`src/include/ifsl_pkg.sv`:
```
// Purpose: Shared constants for the isolated fast serial link
// Assumes: One system clock on each end, link clock sampled as data
// Notes:   Frame is start, eight data bits LSB first, channel bit
package ifsl_pkg;
  localparam int          DATA_BITS    = 8;
  localparam int          FRAME_BITS   = 10;
  localparam logic [3:0]  BIT_CNT_LAST = 4'h9;
  localparam logic [7:0]  MODE_RESET   = 8'h10;
  localparam logic [7:0]  MODE_RUN     = 8'h00;
  localparam logic        CHAN_A       = 1'h0;
  localparam logic        CHAN_B       = 1'h1;
  localparam logic [7:0]  HOST_DIV_HALF = 8'h04;
endpackage : ifsl_pkg

```
`src/include/ifsl_link_if.sv`:
```
// Purpose: Four wires between device and external controller
// Assumes: Link clock and frame lines are single-direction wires
// Notes:   Testbench joins both ends through this interface
`timescale 1ns/100ps
interface ifsl_link_if;
  logic linkClockIn;
  logic serialInLine;
  logic serialOutLine;
  logic clearToSendOut;

  modport device (
    input  linkClockIn,
    input  serialInLine,
    output serialOutLine,
    output clearToSendOut
  );
  modport host (
    output linkClockIn,
    output serialInLine,
    input  serialOutLine,
    input  clearToSendOut
  );
endinterface : ifsl_link_if

```
`src/verilog/ifsl_device.sv`:
```
// Purpose: Device end of the isolated fast serial link
// Assumes: Link clock is far slower than clock (sampled, edge found)
// Notes:   Channel byte ports use valid/ready; one byte held per side
`timescale 1ns/100ps
module ifsl_device (
  input  wire logic  clock,
  input  wire logic  sys_rst,
  ifsl_link_if.device link,
  input  wire logic  optChanAEn,
  input  wire logic  optChanBEn,
  input  wire logic [7:0] modeCmd,
  input  wire logic  modeCmdWr,
  input  wire logic [7:0] txData,
  input  wire logic  txChan,
  input  wire logic  txValid,
  output logic       txReady,
  output logic [7:0] rxData,
  output logic       rxChan,
  output logic       rxValid,
  input  wire logic  rxReady,
  output logic       linkEnabled
);
  typedef enum logic [1:0] {ST_IDLE = 2'b00, ST_TX = 2'b01, ST_RX = 2'b11} ifsl_state_t;

  logic        sclk;
  logic        sdi;
  logic        sclkPrev_r;
  logic        rise;
  logic        fall;
  ifsl_state_t state_r;
  ifsl_state_t state_nxt;
  logic [3:0]  cnt_r;
  logic [3:0]  cnt_nxt;
  logic [8:0]  txSh_r;
  logic [8:0]  txSh_nxt;
  logic [8:0]  rxSh_r;
  logic [8:0]  rxSh_nxt;
  logic        sdo_r;
  logic        sdo_nxt;
  logic        cts_r;
  logic        cts_nxt;
  logic        txFull_r;
  logic        txFull_nxt;
  logic [7:0]  txByte_r;
  logic [7:0]  txByte_nxt;
  logic [7:0]  rxData_r;
  logic [7:0]  rxData_nxt;
  logic        txChan_r;
  logic        txChan_nxt;
  logic        rxChan_r;
  logic        rxChan_nxt;
  logic        rxValid_r;
  logic        rxValid_nxt;
  logic        hold_r;
  logic        hold_nxt;
  logic        armed_r;
  logic        armed_nxt;
  logic        active;

  // Link pins pass the three-flop filter
  ifsl_sync3 uClk (.clock(clock), .sys_rst(sys_rst), .rawIn(link.linkClockIn), .cleanOut(sclk));
  ifsl_sync3 uDin (.clock(clock), .sys_rst(sys_rst), .rawIn(link.serialInLine), .cleanOut(sdi));

  // Edge finder on the filtered clock
  always_ff @(posedge clock or posedge sys_rst) begin
    if (sys_rst) begin
      sclkPrev_r <= 1'h1;
    end else begin
      sclkPrev_r <= sclk;
    end
  end
  assign rise = sclk & ~sclkPrev_r;
  assign fall = ~sclk & sclkPrev_r;

  // Mode command hold-off; the enables come only from stored options
  always_comb begin
    hold_nxt = hold_r;
    if (modeCmdWr && modeCmd == ifsl_pkg::MODE_RESET) begin
      hold_nxt = 1'h1;
    end else if (modeCmdWr && modeCmd == ifsl_pkg::MODE_RUN) begin
      hold_nxt = 1'h0;
    end
  end
  assign active      = (optChanAEn | optChanBEn) & ~hold_r;
  assign linkEnabled = active;

  // Frame engine; armed means a start is due on the next rising edge
  always_comb begin
    state_nxt   = state_r;
    cnt_nxt     = cnt_r;
    txSh_nxt    = txSh_r;
    rxSh_nxt    = rxSh_r;
    sdo_nxt     = sdo_r;
    cts_nxt     = cts_r;
    armed_nxt   = armed_r;
    txFull_nxt  = txFull_r;
    txByte_nxt  = txByte_r;
    txChan_nxt  = txChan_r;
    rxData_nxt  = rxData_r;
    rxChan_nxt  = rxChan_r;
    rxValid_nxt = rxValid_r;
    if (rxValid_r && rxReady) begin
      rxValid_nxt = 1'h0;
    end
    if (txValid && !txFull_r) begin
      txFull_nxt = 1'h1;
      txByte_nxt = txData;
      txChan_nxt = txChan;
    end
    case (state_r)
      ST_IDLE: begin
        // Last bit of a frame and the start bit both end only on a fall
        if (fall) begin
          sdo_nxt = 1'h1;
        end
        if (!armed_r && fall && txFull_r) begin
          sdo_nxt   = 1'h0;
          armed_nxt = 1'h1;
        end
        if (fall && !rxValid_r) begin
          cts_nxt = 1'h1;
        end
        if (rise && !sdi && cts_r) begin
          state_nxt = ST_RX;
          armed_nxt = 1'h0;
          cts_nxt   = 1'h0;
          cnt_nxt   = 4'h0;
        end else if (rise && armed_r) begin
          state_nxt  = ST_TX;
          armed_nxt  = 1'h0;
          txSh_nxt   = {txChan_r, txByte_r};
          txFull_nxt = 1'h0;
          cnt_nxt    = 4'h0;
        end
      end
      ST_TX: begin
        if (fall) begin
          sdo_nxt  = txSh_r[0];
          txSh_nxt = {1'h1, txSh_r[8:1]};
        end
        if (rise) begin
          cnt_nxt = cnt_r + 4'h1;
          if (cnt_r == 4'(ifsl_pkg::DATA_BITS)) begin
            state_nxt = ST_IDLE;
          end
        end
      end
      default: begin
        // A yielded start bit is withdrawn on the next fall, not on a rise
        if (fall) begin
          sdo_nxt = 1'h1;
        end
        if (rise) begin
          rxSh_nxt = {sdi, rxSh_r[8:1]};
          cnt_nxt  = cnt_r + 4'h1;
          if (cnt_r == 4'(ifsl_pkg::DATA_BITS)) begin
            state_nxt   = ST_IDLE;
            rxData_nxt  = rxSh_r[8:1];
            rxChan_nxt  = (sdi == ifsl_pkg::CHAN_A && optChanAEn) ? ifsl_pkg::CHAN_A
                                                                   : ifsl_pkg::CHAN_B;
            rxValid_nxt = 1'h1;
          end
        end
      end
    endcase
  end

  // Register everything; inactive link holds ST_IDLE and its flags at reset values
  always_ff @(posedge clock or posedge sys_rst) begin
    if (sys_rst) begin
      hold_r <= 1'h0;
    end else begin
      hold_r <= hold_nxt;
    end
  end

  always_ff @(posedge clock or posedge sys_rst) begin
    if (sys_rst) begin
      state_r   <= ST_IDLE;
      cnt_r     <= 4'h0;
      txSh_r    <= 9'h1FF;
      rxSh_r    <= 9'h000;
      sdo_r     <= 1'h1;
      cts_r     <= 1'h0;
      armed_r   <= 1'h0;
      txFull_r  <= 1'h0;
      txByte_r  <= 8'h00;
      txChan_r  <= 1'h0;
      rxData_r  <= 8'h00;
      rxChan_r  <= 1'h0;
      rxValid_r <= 1'h0;
    end else if (!active) begin
      state_r   <= ST_IDLE;
      sdo_r     <= 1'h1;
      cts_r     <= 1'h0;
      armed_r   <= 1'h0;
      txFull_r  <= 1'h0;
      rxValid_r <= 1'h0;
    end else begin
      state_r   <= state_nxt;
      cnt_r     <= cnt_nxt;
      txSh_r    <= txSh_nxt;
      rxSh_r    <= rxSh_nxt;
      sdo_r     <= sdo_nxt;
      cts_r     <= cts_nxt;
      armed_r   <= armed_nxt;
      txFull_r  <= txFull_nxt;
      txByte_r  <= txByte_nxt;
      txChan_r  <= txChan_nxt;
      rxData_r  <= rxData_nxt;
      rxChan_r  <= rxChan_nxt;
      rxValid_r <= rxValid_nxt;
    end
  end

  assign txReady             = active & ~txFull_r;
  assign rxData              = rxData_r;
  assign rxChan              = rxChan_r;
  assign rxValid             = rxValid_r;
  assign link.serialOutLine  = sdo_r;
  assign link.clearToSendOut = cts_r;
endmodule : ifsl_device

```
`src/verilog/ifsl_sync3.sv`:
```
// Purpose: Three-flop synchroniser with agreement filter
// Assumes: Input is asynchronous to clock
// Notes:   Output changes only when stages two and three agree
`timescale 1ns/100ps
module ifsl_sync3 (
  input  wire logic clock,
  input  wire logic sys_rst,
  input  wire logic rawIn,
  output logic      cleanOut
);
  logic [2:0] stage_r;
  logic [2:0] stage_nxt;
  logic       clean_r;
  logic       clean_nxt;

  // Shift chain; first stage feeds only the second
  always_comb begin
    stage_nxt = {stage_r[1:0], rawIn};
    clean_nxt = (stage_r[1] == stage_r[2]) ? stage_r[2] : clean_r;
  end

  // Reset high so an idle line reads idle
  always_ff @(posedge clock or posedge sys_rst) begin
    if (sys_rst) begin
      stage_r <= 3'h7;
      clean_r <= 1'h1;
    end else begin
      stage_r <= stage_nxt;
      clean_r <= clean_nxt;
    end
  end

  assign cleanOut = clean_r;
endmodule : ifsl_sync3

```
`src/flat_wrapper.sv`:
```
// flat-port wrapper written by rule: the top's interface ports become plain ports
module ifsl_device_flat 
  (clock, sys_rst, optChanAEn, optChanBEn, modeCmd, modeCmdWr, txData, txChan, txValid, txReady, rxData, rxChan, rxValid, rxReady, linkEnabled, link_linkClockIn, link_serialInLine, link_serialOutLine, link_clearToSendOut);
  ifsl_link_if link_i ();
  input  wire logic clock;
  input  wire logic sys_rst;
  input  wire logic optChanAEn;
  input  wire logic optChanBEn;
  input  wire logic [7:0] modeCmd;
  input  wire logic modeCmdWr;
  input  wire logic [7:0] txData;
  input  wire logic txChan;
  input  wire logic txValid;
  output logic txReady;
  output logic [7:0] rxData;
  output logic rxChan;
  output logic rxValid;
  input  wire logic rxReady;
  output logic linkEnabled;
  input wire logic [$bits(link_i.linkClockIn)-1:0] link_linkClockIn;
  input wire logic [$bits(link_i.serialInLine)-1:0] link_serialInLine;
  output wire logic [$bits(link_i.serialOutLine)-1:0] link_serialOutLine;
  output wire logic [$bits(link_i.clearToSendOut)-1:0] link_clearToSendOut;
  assign link_i.linkClockIn = link_linkClockIn;
  assign link_i.serialInLine = link_serialInLine;
  assign link_serialOutLine = link_i.serialOutLine;
  assign link_clearToSendOut = link_i.clearToSendOut;
  ifsl_device u_core (.clock(clock), .sys_rst(sys_rst), .link(link_i), .optChanAEn(optChanAEn), .optChanBEn(optChanBEn), .modeCmd(modeCmd), .modeCmdWr(modeCmdWr), .txData(txData), .txChan(txChan), .txValid(txValid), .txReady(txReady), .rxData(rxData), .rxChan(rxChan), .rxValid(rxValid), .rxReady(rxReady), .linkEnabled(linkEnabled));
endmodule
```
`config.mk`:
```
export PLATFORM = sky130hd
export DESIGN_NAME = ifsl_device_flat
export DESIGN_NICKNAME = d
export VERILOG_FILES = /design/src/include/ifsl_pkg.sv /design/src/include/ifsl_link_if.sv /design/src/verilog/ifsl_device.sv /design/src/verilog/ifsl_sync3.sv /design/src/flat_wrapper.sv
export SDC_FILE = /design/constraint.sdc
export NUM_CORES = 1
export LEC_CHECK = 0
export BUFFER_PORTS_ARGS = -buffer_cell sky130_fd_sc_hd__buf_2
export CORE_ASPECT_RATIO = 1.5
export CORE_MARGIN = 8
export CORE_UTILIZATION = 55
export CTS_CLUSTER_DIAMETER = 120
export DETAILED_ROUTE_END_ITERATION = 10
export PLACE_DENSITY = 0.78
export SLEW_MARGIN = 20
export SYNTH_ARGS = -nofsm -noshare
export SYNTH_HDL_FRONTEND = slang
export SYNTH_SLANG_ARGS = --single-unit
```
`constraint.sdc`:
```
create_clock -name clock -period 3.1 [get_ports clock]
set_clock_uncertainty 0.2 [all_clocks]
set_input_delay 0.31 -clock clock [delete_from_list [all_inputs] [get_ports clock]]
set_output_delay 0.31 -clock clock [all_outputs]
set_load 0.1 [all_outputs]
```
# After elaboration in Yosys (flattened, before gate mapping)
# Index checks and enable logic that the tools add are counted.
# word_totals
ff_bits,57
inputBits,26
out_inout_bits,14
elab_cells,117
# classes
n_addsub,1
n_eq_ne,16
mux,41
bitwise_logic,11
n_reduce_logical,29
# op_table
cell,count
9-bit two-way mux,3
1-bit two-way mux,26
9-bit one-hot mux with 2 select lines,1
4-bit two-way mux,4
2-bit two-way mux,6
1-bit logical AND,11
3-bit AND reduction,3
"8-bit by 5-bit == test with 1-bit output, second input constant",1
8-bit zero test,1
"4-bit != test, second input constant",2
"3-bit by 2-bit != test with 1-bit output, second input constant",2
"3-bit != test, second input constant",2
1-bit inverter,6
2-bit AND reduction,3
2-bit nonzero test,3
5-bit AND reduction,1
"4-bit by 1-bit adder with 4-bit output, second input constant",1
1-bit AND,4
"4-bit == test, second input constant",1
1-bit zero test,4
"2-bit by 1-bit != test with 1-bit output, second input constant",2
"2-bit != test, second input constant",2
4-bit AND reduction,1
"3-bit by 1-bit != test with 1-bit output, second input constant",1
6 further kinds,7

# Depth between registers and ports, before layout
# Gate-level depths: netlist of run 1.
# logic_depth
depth_word,9
ltp_mapped,7

# Hierarchy
# Synthesis of run 1 repeated with hierarchy kept, for this count alone.
# hier_totals
cells_unflattened,175
hier_area_um2,2418.6
# by_module_without_submodules
module,instances,cells_per_inst,area_each_um2,seq_area_each_um2
ifsl_device,1,163,2178.3,1214.9
ifsl_sync3,2,6,120.1,105.1

# Worst setup path before layout of run 1
# OpenSTA, ideal clock, no wires.
# synth_path
path_kind,reg2out
startpoint,register u_core.hold_r
endpoint,output txReady
arrival_ps,1986
required_time_ps,2590
slack_ps,604
path_stages_with_launch,4
n_path_buf,1
path_cell_list,dfrtp_1 -> o21bai_4 -> clkbuf_1 -> nor2_1
# synth_between
elab_chain_len,3
# synth_lines
item,line,rtl
start: declaration,ifsl_device.sv:54,logic hold_r;
start signal: assignment,ifsl_device.sv:173,hold_r <= hold_nxt;
1-bit inverter,ifsl_device.sv:84,assign active = (optChanAEn | optChanBEn) & ~hold_r;
1-bit AND,ifsl_device.sv:84,
1-bit AND,ifsl_device.sv:216,assign txReady = active & ~txFull_r;
end: declaration,flat_wrapper.sv:14,output logic txReady;
# No other way between the ends.

# Worst setup path in the final report of run 1
# layout_path
startpoint,"register u_core.uClk.clean_r, in the netlist u_core.uClk.cleanOut"
endpoint,"register u_core.rxChan_r, in the netlist u_core.rxChan"
# layout_between
elab_chain_len,2
# layout_lines
item,line,rtl
start: declaration,ifsl_sync3.sv:13,logic clean_r;
start signal: assignment,ifsl_sync3.sv:29,clean_r <= clean_nxt;
1-bit AND,ifsl_device.sv:72,assign rise = sclk & ~sclkPrev_r;
4-bit AND reduction (no line),--,
end signal: assignment,ifsl_device.sv:211,rxChan_r <= rxChan_nxt;
end: declaration,ifsl_device.sv:50,logic rxChan_r;
# No other way between the ends.
# A chain may end at the register's enable or synchronous reset.

==> reports/metrics.csv, run 1 <==
stage,metric,value,unit
status,outcome,completed,
timing,PnR worst setup slack,0.7342,ns
logic_synthesis,Area contributors post-synth,"dfrtp_1, dfstp_2, mux2_2, mux2_4, o21ai_0",
floorplanning,Die Wd,70.41,µm
cells_and_area,Area Overhead vs Synth,15.01,%
logic_synthesis,synthesized instance count,178,
placed_design,placed inst area,2683,µm²
timing,Max Clk Rate,422.7,MHz
clock_tree,post-CTS sizing,0,
floorplanning,I/O Pins,40,
detailed_routing,drt pass-1 iters,4,
critical_path,CP endpoint kind,flop,
timing,Slew @ Worst Pin,0.8397,ns
timing,Worst slew margin,0.4396,
grt,GR Util All Layers,0.1341,
critical_path,r2r worst-path depth,4,
logic_synthesis,Synth Area in Simple Gates,0.09734,
grt,Overflow after GRT,0,
placed_design,DP HPWL,3234,µm
clock_tree,CTS tree,done,
floorplanning,# rows,29,
cells_and_area,post-route cell area,2809,µm²
critical_path,CP Class,reg -> reg,
timing,Setup TNS,0,ns
logic_synthesis,most common cell in the netlist,dfrtp_1,
logic_synthesis,mux cell area share after synthesis,0.2003,
placed_design,Place WS,0.7175,ns
logic_synthesis,Synth warnings,0,
detailed_routing,"antenna viol nets, final",0,
critical_path,worst reg2reg setup slack,0.73,ns
clock_tree,Max H-tree Level,2,
timing,unrepaired setup endpoints after global routing,false,
cells_and_area,Ant. Diodes,0,
power,Worst VDD drop,0.0006514,V
grt,vias in the first global route,1666,
logic_synthesis,Post-synth ARST share,1.000,
clock_tree,# hold bufs at CTS,2,
floorplanning,DIE HEIGHT,97.62,µm
hold_path,Worst Hold Launch,txChan,
clock_tree,clock slew at reported path FFs,0.10,ns
logic_synthesis,largest area contributor in the netlist,dfrtp_1,
logic_synthesis,register area share after synthesis,0.5835,
placed_design,PortBufs,39,
cells_and_area,layout cells sized above 1,0.5088,
clock_tree,postcts setup bufs,0,
critical_path,cell family with most CP delay,simple AND/OR/NAND/NOR gates,
clock_tree,Num CTS Buffers,5,
grt,initial antenna violation count,0,
detailed_routing,WL final,4386,µm
clock_tree,clock insertion delay at the later pin of the skew report,0.31,ns
detailed_routing,WL/cell,16.13,µm
cells_and_area,final net count,253,
critical_path,cell breakdown of the critical path,nor2b_2 -> and3_4 -> and4b_1 -> mux2_4,
flow_run,max_cap viols,0,
power,power density cells,759.3,nW/µm²
timing,final setup fails,0,
logic_synthesis,Main synth FF type,dfrtp_1,
critical_path,worst path bufs/invs,0,
detailed_routing,via count,1512,
critical_path,critical path's slowest cell,and4b_1,
timing,min Tclk post-route,2.366,ns
critical_path,Worst R2R End,u_core.rxChan,
critical_path,max incr delay on CP,0.61,ns
critical_path,Critical Path AT,2.37,ns
critical_path,Reg-to-Reg Start,u_core.uClk.cleanOut,
logic_synthesis,synthesized area,2442,µm²
logic_synthesis,Synth Register Bits,56,
critical_path,Critical Path RT,3.11,ns
logic_synthesis,post-synth top area share,0.3791,
hold_path,HP Class,in -> reg,
critical_path,CP Launch Type,flop,
clock_tree,root buf cell,clkbuf_8,
floorplanning,total die area,6873,µm²
grt,first-pass GRT wire length,7590,µm
logic_synthesis,Synth top cells by count,"dfrtp_1, mux2_2, dfstp_2",
logic_synthesis,Mapped Nets,206,
detailed_routing,Detailed Route Iter0 Violations,63,
logic_synthesis,"EDFF count, synth",0,
clock_tree,clock buffer depth,2,
placed_design,GPL Wtd Cong,0.8400,
timing,Final Hold Fails,0,
timing,final worst-path cycle share,0.7632,
detailed_routing,post-DR vias/cell,5.559,
logic_synthesis,largest family of logic cells by synthesized area,multiplexers,
hold_path,hold path endpoint,u_core.txChan_r,
timing,"Slew Viols, Final",0,
floorplanning,Initial Util,0.5753,
logic_synthesis,post-synthesis adder-cell area fraction,0.01844,
logic_synthesis,xor and xnor area share after synthesis,0,
detailed_routing,# DRC,0,
logic_synthesis,mean area per synthesized cell,13.72,µm²
logic_synthesis,post-synth cell types,39,
clock_tree,CTS sink cnt,56,
logic_synthesis,Compound-Gate Fraction of Synth Area,0.07377,
critical_path,Worst Path Max Fanout,10,
grt,largest net degree at the start of global routing,51,
floorplanning,Core ar.,4245,µm²
power,LEAKAGE,1.294,nW
hold_path,worst hold path depth,2,
layout by cell type, fill, tap and decap left out, drive strengths merged, types with 2 or more instances in the layout:
cell type	netlist	routed
buf	4	43
dfrtp	37	37
mux2	36	36
dfstp	19	19
o21ai	14	14
nand2	6	6
inv	6	6
nand2b	5	5
nor2	5	5
a21oi	5	5
mux2i	5	5
clkbuf	2	5
nor2b	5	5
nor3	4	4
nor4	3	3
dlygate4sd3	0	3
clkinv	0	3
nand3	2	2
maj3	2	2
ha	2	2
nor4b	2	2
and3	2	2
worst max path at each step:
stage	from	cells after the start	slack, ns	end
CTS	u_core.uClk.cleanOut	4	0.71	u_core.rxChan
floorplan	u_core.hold_r	3	0.60	txReady
detailed placement	u_core.uClk.cleanOut	4	0.72	u_core.rxData[3]
finish	u_core.uClk.cleanOut	4	0.73	u_core.rxChan
global placement	u_core.uClk.cleanOut	4	0.79	u_core.rxData[7]
global route	u_core.uClk.cleanOut	4	0.63	u_core.rxData[1]
layout make-up:
| class | instances | area, µm² |
|---|---|---|
| clock buffer | 5 | 68.82 |
| timing repair buffer | 46 | 255.2 |
| fill | 313 | 1436 |
| tap | 46 | 57.56 |
| clock inverter | 3 | 26.28 |
| inverter | 6 | 23.77 |
| sequential | 56 | 1425 |
| multi-input combinational | 110 | 952.2 |
state kept, by name (all words and copies together) (netlist names), 2 cells and up:
| register | flops |
|---|---|
| u_core.txByte_r | 8 |
| u_core.uClk.stage_r | 3 |
| u_core.rxSh_r | 8 |
| u_core.rxData | 8 |
| u_core.state_r | 2 |
| u_core.cnt_r | 4 |
| u_core.txSh_r | 9 |
| u_core.uDin.stage_r | 3 |
where the power goes:
group	switching [mW]	internal, mW
Clock	0.240	0.165
Combinational	0.369	0.267
Sequential	0.134	0.957
Total	0.743	1.39
stage by stage:
| stage | cells | utilization | hold WS (ns) | power [mW] |
|---|---|---|---|---|
| floorplan | 178 | - | 0.1145 | 1.600 |
| global placement | 261 | 0.6319 | 0.1458 | 1.725 |
| detailed placement | 261 | 0.6319 | 0.1468 | 1.744 |
| CTS | 271 | 0.6590 | 0.01132 | 2.156 |
| global route | 272 | 0.6617 | 0.007266 | 2.264 |
| finish | 272 | 0.6617 | 0.02082 | 2.133 |
cells by family (layout without fill, tap and decap cells):
family | after synthesis | count (layout)
AOI/OAI and AO/OA | 27 | 27
buffers and inverters | 12 | 60
DFF | 56 | 56
muxes | 41 | 41
and+or+nand+nor | 38 | 38
adders and majority gates | 4 | 4
routing by layer:
| metal | global-route usage | vias to the layer above | wire (µm) | part of all wire |
|---|---|---|---|---|
| met3 | 0.05112 | 8 | 327 | 0.075 |
| met1 | 0.1481 | 723 | 1799 | 0.41 |
| li1 | - | 729 | - | - |
| met4 | 0.05590 | 0 | 70 | 0.016 |
| met5 | 0 | - | 0 | 0 |
| met2 | 0.2224 | 52 | 2189 | 0.50 |
Note: power is estimated with default switching activity, not from simulation.
==> inputs of run 2 (changes only) <==
- clock period: 3.1 -> 2.2 ns (I/O delays scaled with it)
==> run 2 against run 1 <==
Against the previous run: flip-flop and latch count did not move; power rose by 43%; via count rose by 6.3%; combinational power rose by 47%; worst hold slack improved by 0.017 ns; setup slack got worse by 0.56 ns; count of clock-buffer cells in the layout rose by 2; register-to-register slack got worse by 0.56 ns; sequential share of layout area fell by 2.7 points.
==> reports/metrics.csv, run 2 (same netlist as run 1, synthesis figures left out) <==
stage,metric,value,unit
status,outcome,completed,
cells_and_area,"commonest non-fill, non-tap cell in the layout",buf_2,
power,power density cells,1025,nW/µm²
cells_and_area,register area,1426,µm²
detailed_routing,post-DR vias/cell,5.619,
floorplanning,# rows,29,
flow_run,max_cap viols,0,
clock_tree,clock slew at reported path FFs,0.09,ns
timing,final setup fails,0,
critical_path,CP endpoint kind,flop,
cells_and_area,final net count,267,
grt,vias in the first global route,1797,
floorplanning,Core ar.,4245,µm²
timing,Slew @ Worst Pin,0.5614,ns
clock_tree,postcts setup bufs,0,
power,Worst VDD drop,0.0008226,V
critical_path,cell family with most CP delay,simple AND/OR/NAND/NOR gates,
cells_and_area,layout cells sized above 1,0.4958,
critical_path,critical path's slowest cell,dfstp_2,
timing,WHS,0.03797,ns
timing,Max Clk Rate,493.6,MHz
clock_tree,clock insertion delay at the later pin of the skew report,0.30,ns
grt,largest net degree at the start of global routing,34,
critical_path,cell breakdown of the critical path,nor2b_2 -> and3_4 -> and4b_1 -> buf_12 -> mux2_4,
detailed_routing,WL final,4487,µm
placed_design,DP HPWL,3241,µm
timing,unrepaired setup endpoints after global routing,false,
power,sequential power share,0.507,
cells_and_area,most flop-heavy register,u_core.txSh_r,
hold_path,HP Class,in -> reg,
grt,Overflow after GRT,0,
clock_tree,Max H-tree Level,2,
cells_and_area,multi-input logic area,954.7,µm²
critical_path,CP Class,reg -> reg,
cells_and_area,max reg flops,9,
cells_and_area,Area Overhead vs Synth,21.67,%
power,Comb pwr share,0.307,
detailed_routing,"antenna viol nets, final",0,
clock_tree,clock buffer depth,2,
floorplanning,Die Wd,70.41,µm
power,Psw,1.038,mW
detailed_routing,via count,1607,
detailed_routing,Detailed Route Iter0 Violations,98,
power,Switching Share,0.3406,
timing,Worst slew margin,0.6198,
cells_and_area,fill count,309,
floorplanning,total die area,6873,µm²
critical_path,Worst Path Max Fanout,10,
cells_and_area,most frequent cells in the layout,"buf_2, dfrtp_1, mux2_2",
placed_design,GPL Wtd Cong,0.7798,
cells_and_area,Ant. Diodes,0,
floorplanning,I/O Pins,40,
timing,"Slew Viols, Final",0,
grt,first-pass GRT wire length,7955,µm
clock_tree,root buf cell,clkbuf_8,
critical_path,Critical Path RT,2.19,ns
placed_design,Place WS,0.1894,ns
floorplanning,DIE HEIGHT,97.62,µm
timing,min Tclk post-route,2.026,ns
power,Clock power frac,0.187,
grt,GR Util All Layers,0.1395,
floorplanning,Initial Util,0.5753,
clock_tree,Num CTS Buffers,5,
critical_path,worst path bufs/invs,1,
detailed_routing,drt pass-1 iters,4,
timing,Setup TNS,0,ns
clock_tree,CTS tree,done,
clock_tree,CTS sink cnt,56,
timing,Final Hold Fails,0,
grt,initial antenna violation count,0,
detailed_routing,WL/cell,15.69,µm
critical_path,CP Launch Type,flop,
critical_path,Critical Path AT,2.01,ns
power,LEAKAGE,1.362,nW
placed_design,PortBufs,39,
timing,final worst-path cycle share,0.9208,
power,P_int,2.010,mW
critical_path,max incr delay on CP,0.60,ns
timing,PnR worst setup slack,0.1742,ns
detailed_routing,# DRC,0,
run 2: cell count changes in the layout (fill, tap and decap cells not counted), sizes merged:
cell	previous run	this run
clkbuf	5	7
dlygate4sd3	3	14
clkinv	3	1
buf	43	46
run 2: what timing repair did:
item	in CTS	in global routing
hold endpoints to repair	23	0
gates resized for setup	0	0
hold buffers	14	0
run 2: routing by layer:
metal / track usage / part of all wire / up-vias
li1: - / - / 759
met1: 0.1373 / 0.40 / 801
met2: 0.2490 / 0.51 / 39
met3: 0.05930 / 0.074 / 8
met4: 0.05124 / 0.017 / 0
met5: 0 / 0 / -
run 2: worst paths after layout:
path                       cells past startpoint                    from                      to  slack (ns)
max                                            5    u_core.uClk.cleanOut        u_core.rxData[2]        0.17
min                                            3                 rxReady          u_core.rxValid        0.04
max reg2reg                                    5    u_core.uClk.cleanOut        u_core.rxData[2]        0.17
min reg2reg                                    0  u_core.uClk.stage_r[0]  u_core.uClk.stage_r[1]        0.16
max in group asynchronous                      4                 sys_rst    u_core.uClk.cleanOut        0.91
min in group asynchronous                      3                 sys_rst      u_core.txByte_r[6]        0.29
run 2: final cells by class:
type | instances | area share
clock inverters | 1 | 0.002947
multi-input cells | 110 | 0.3213
repair buffers | 60 | 0.1389
flip-flops and latches | 56 | 0.4800
clock buffers | 7 | 0.02905
well taps | 46 | 0.01937
inverters | 6 | 0.008421
run 2: power by group through the flow:
stage / Sequential (mW) / Clock [mW] / Combinational, mW
5_1_grt: 1.59 / 0.622 / 1.02
3_5_place_dp: 1.56 / 0 / 0.917
6_report: 1.54 / 0.569 / 0.934
3_3_place_gp: 1.55 / 0 / 0.892
4_1_cts: 1.55 / 0.587 / 0.944
2_1_floorplan: 1.69 / 0 / 0.567
run 2: per-stage QoR:
stage / instances / area (µm²) / util / power (mW)
after floorplan: 178 / 2449 / - / 2.259
after global placement: 264 / 2736 / 0.6446 / 2.443
after detailed placement: 264 / 2736 / 0.6446 / 2.480
after CTS: 286 / 2972 / 0.7000 / 3.076
after global routing: 286 / 2972 / 0.7000 / 3.230
final: 286 / 2972 / 0.7000 / 3.047
run 2: tightest hold or removal path, cell delays in order:
cell and delay, ns:
buf_2 0.10, inv_1 0.04, a31o_2 0.14
==> inputs of run 3 (changes only) <==
- CORE_ASPECT_RATIO: 1.5 -> 1.75
==> run 3 against run 2 <==
Against the previous run: routed wire length increased by 0.89%; count of clock-buffer cells in the layout unchanged; die area increased by 0.59%; setup slack got worse by 0.010 ns; critical path depth unchanged; cell count increased by 1.7%; combinational power decreased by 0.6%; largest power group unchanged.
==> reports/metrics.csv, run 3 (same netlist as run 1, synthesis figures left out) <==
stage,metric,value,unit
clock_tree,Max H-tree Level,2,
clock_tree,CTS sink cnt,56,
grt,initial antenna violation count,0,
power,Worst VDD drop,0.0007659,V
critical_path,cell family with most CP delay,simple AND/OR/NAND/NOR gates,
detailed_routing,WL final,4527,µm
floorplanning,DIE HEIGHT,104.2,µm
clock_tree,root buf cell,clkbuf_8,
floorplanning,Die Wd,66.38,µm
placed_design,PortBufs,39,
power,Pwr Total,3.008,mW
flow_run,max_cap viols,0,
power,LEAKAGE,1.354,nW
hold_path,HP Class,in -> reg,
detailed_routing,WL/cell,15.56,µm
timing,Setup TNS,0,ns
timing,Worst slew margin,0.5872,
detailed_routing,WL met2,2352,µm
floorplanning,total die area,6913,µm²
critical_path,Critical Path AT,2.04,ns
cells_and_area,layout cells sized above 1,0.4875,
cells_and_area,Area Overhead vs Synth,21.31,%
timing,Final Hold Fails,0,
detailed_routing,via count,1566,
power,power density cells,1015,nW/µm²
cells_and_area,most frequent cells in the layout,"buf_2, dfrtp_1, mux2_2",
timing,final setup fails,0,
floorplanning,Initial Util,0.5648,
detailed_routing,"antenna viol nets, final",0,
detailed_routing,# DRC,0,
grt,GR Util All Layers,0.1484,
timing,"Slew Viols, Final",0,
clock_tree,clock buffer depth,2,
critical_path,CP Launch Type,flop,
detailed_routing,metal1 wirelength,1796,µm
cells_and_area,final net count,267,
cells_and_area,"commonest non-fill, non-tap cell in the layout",buf_2,
timing,unrepaired setup endpoints after global routing,false,
cells_and_area,max reg flops,9,
floorplanning,Core ar.,4324,µm²
timing,Slew @ Worst Pin,0.6096,ns
grt,Overflow after GRT,0,
cells_and_area,most flop-heavy register,u_core.txSh_r,
placed_design,DP HPWL,3253,µm
placed_design,GPL Wtd Cong,0.7566,
grt,first-pass GRT wire length,8107,µm
floorplanning,I/O Pins,40,
grt,vias in the first global route,1703,
clock_tree,Num CTS Buffers,5,
critical_path,worst path bufs/invs,1,
detailed_routing,Top Layer Used,met4,
clock_tree,CTS tree,done,
critical_path,Worst Path Max Fanout,10,
timing,min Tclk post-route,2.036,ns
status,outcome,completed,
detailed_routing,Detailed Route Iter0 Violations,42,
grt,largest net degree at the start of global routing,57,
clock_tree,clock slew at reported path FFs,0.09,ns
critical_path,CP Class,reg -> reg,
detailed_routing,met3 WL,293,µm
cells_and_area,Ant. Diodes,0,
critical_path,Critical Path RT,2.20,ns
critical_path,CP endpoint kind,flop,
clock_tree,clock insertion delay at the later pin of the skew report,0.31,ns
detailed_routing,post-DR vias/cell,5.381,
timing,final worst-path cycle share,0.9254,
critical_path,critical path's slowest cell,dfstp_2,
floorplanning,# rows,32,
critical_path,max incr delay on CP,0.61,ns
detailed_routing,drt pass-1 iters,4,
timing,Max Clk Rate,491.2,MHz
critical_path,cell breakdown of the critical path,nor2b_2 -> and3_4 -> and4b_1 -> buf_12 -> mux2_4,
[run 3: cell counts in the layout (fill, tap and decap cells not counted)]
Identical to the previous run, type by type.
[run 3: final cells by class]
class                           count  area [µm²]
Multi-Input combinational cell    110       954.7
Timing Repair Buffer               60       412.9
Clock buffer                        7       76.32
Inverter                            6       25.02
Tap cell                           51       63.81
Fill cell                         322        1361
Sequential cell                    56        1426
Clock inverter                      1       3.754
[run 3: worst register-to-register path, cell delays in order (launching register included)]
cell and delay [ns]:
dfstp_2 0.61, nor2b_2 0.22, and3_4 0.20, and4b_1 0.24, buf_12 0.15, mux2_4 0.31
[run 3: final timing paths]
| check | startpoint | cells past startpoint | end | slack [ns] |
|---|---|---|---|---|
| worst max-delay path | u_core.uClk.cleanOut | 5 | u_core.rxData[4] | 0.16 |
| worst max register to register | u_core.uClk.cleanOut | 5 | u_core.rxData[4] | 0.16 |
| max in group asynchronous | sys_rst | 4 | u_core.uClk.stage_r[1] | 1.21 |
| min in group asynchronous | sys_rst | 4 | u_core.rxSh_r[6] | 0.29 |
| worst min-delay path | rxReady | 3 | u_core.rxValid | 0.02 |
| worst min register to register | u_core.uDin.stage_r[0] | 0 | u_core.uDin.stage_r[1] | 0.16 |
[run 3: what timing repair did]
action	in CTS	in global routing
gates resized for setup	0	0
hold buffers	14	0
buffers inserted	0	0
hold endpoints to repair	50	0
[run 3: metrics by stage]
stage | util | cells | setup WS, ns | hold slack [ns] | instance area (µm²)
2_1_floorplan | - | 178 | 0.05479 | 0.02448 | 2449
3_3_place_gp | 0.6343 | 269 | 0.2242 | 0.09065 | 2743
3_5_place_dp | 0.6343 | 269 | 0.1725 | 0.09139 | 2743
4_1_cts | 0.6852 | 291 | 0.1613 | 0.01378 | 2963
5_1_grt | 0.6852 | 291 | 0.06400 | 0.04275 | 2963
6_report | 0.6852 | 291 | 0.1640 | 0.01955 | 2963
[run 3: per-layer routing]
metal  vias up  GRT usage
met5         -          0
met4         0    0.07220
met3         7    0.05286
met2        34     0.2457
met1       769     0.1591
li1        756          -
[run 3: power by group]
| part | internal (mW) | total, mW | switching, mW |
|---|---|---|---|
| clock network | 0.222 | 0.534 | 0.312 |
| registers | 1.35 | 1.55 | 0.196 |
| logic | 0.400 | 0.928 | 0.528 |
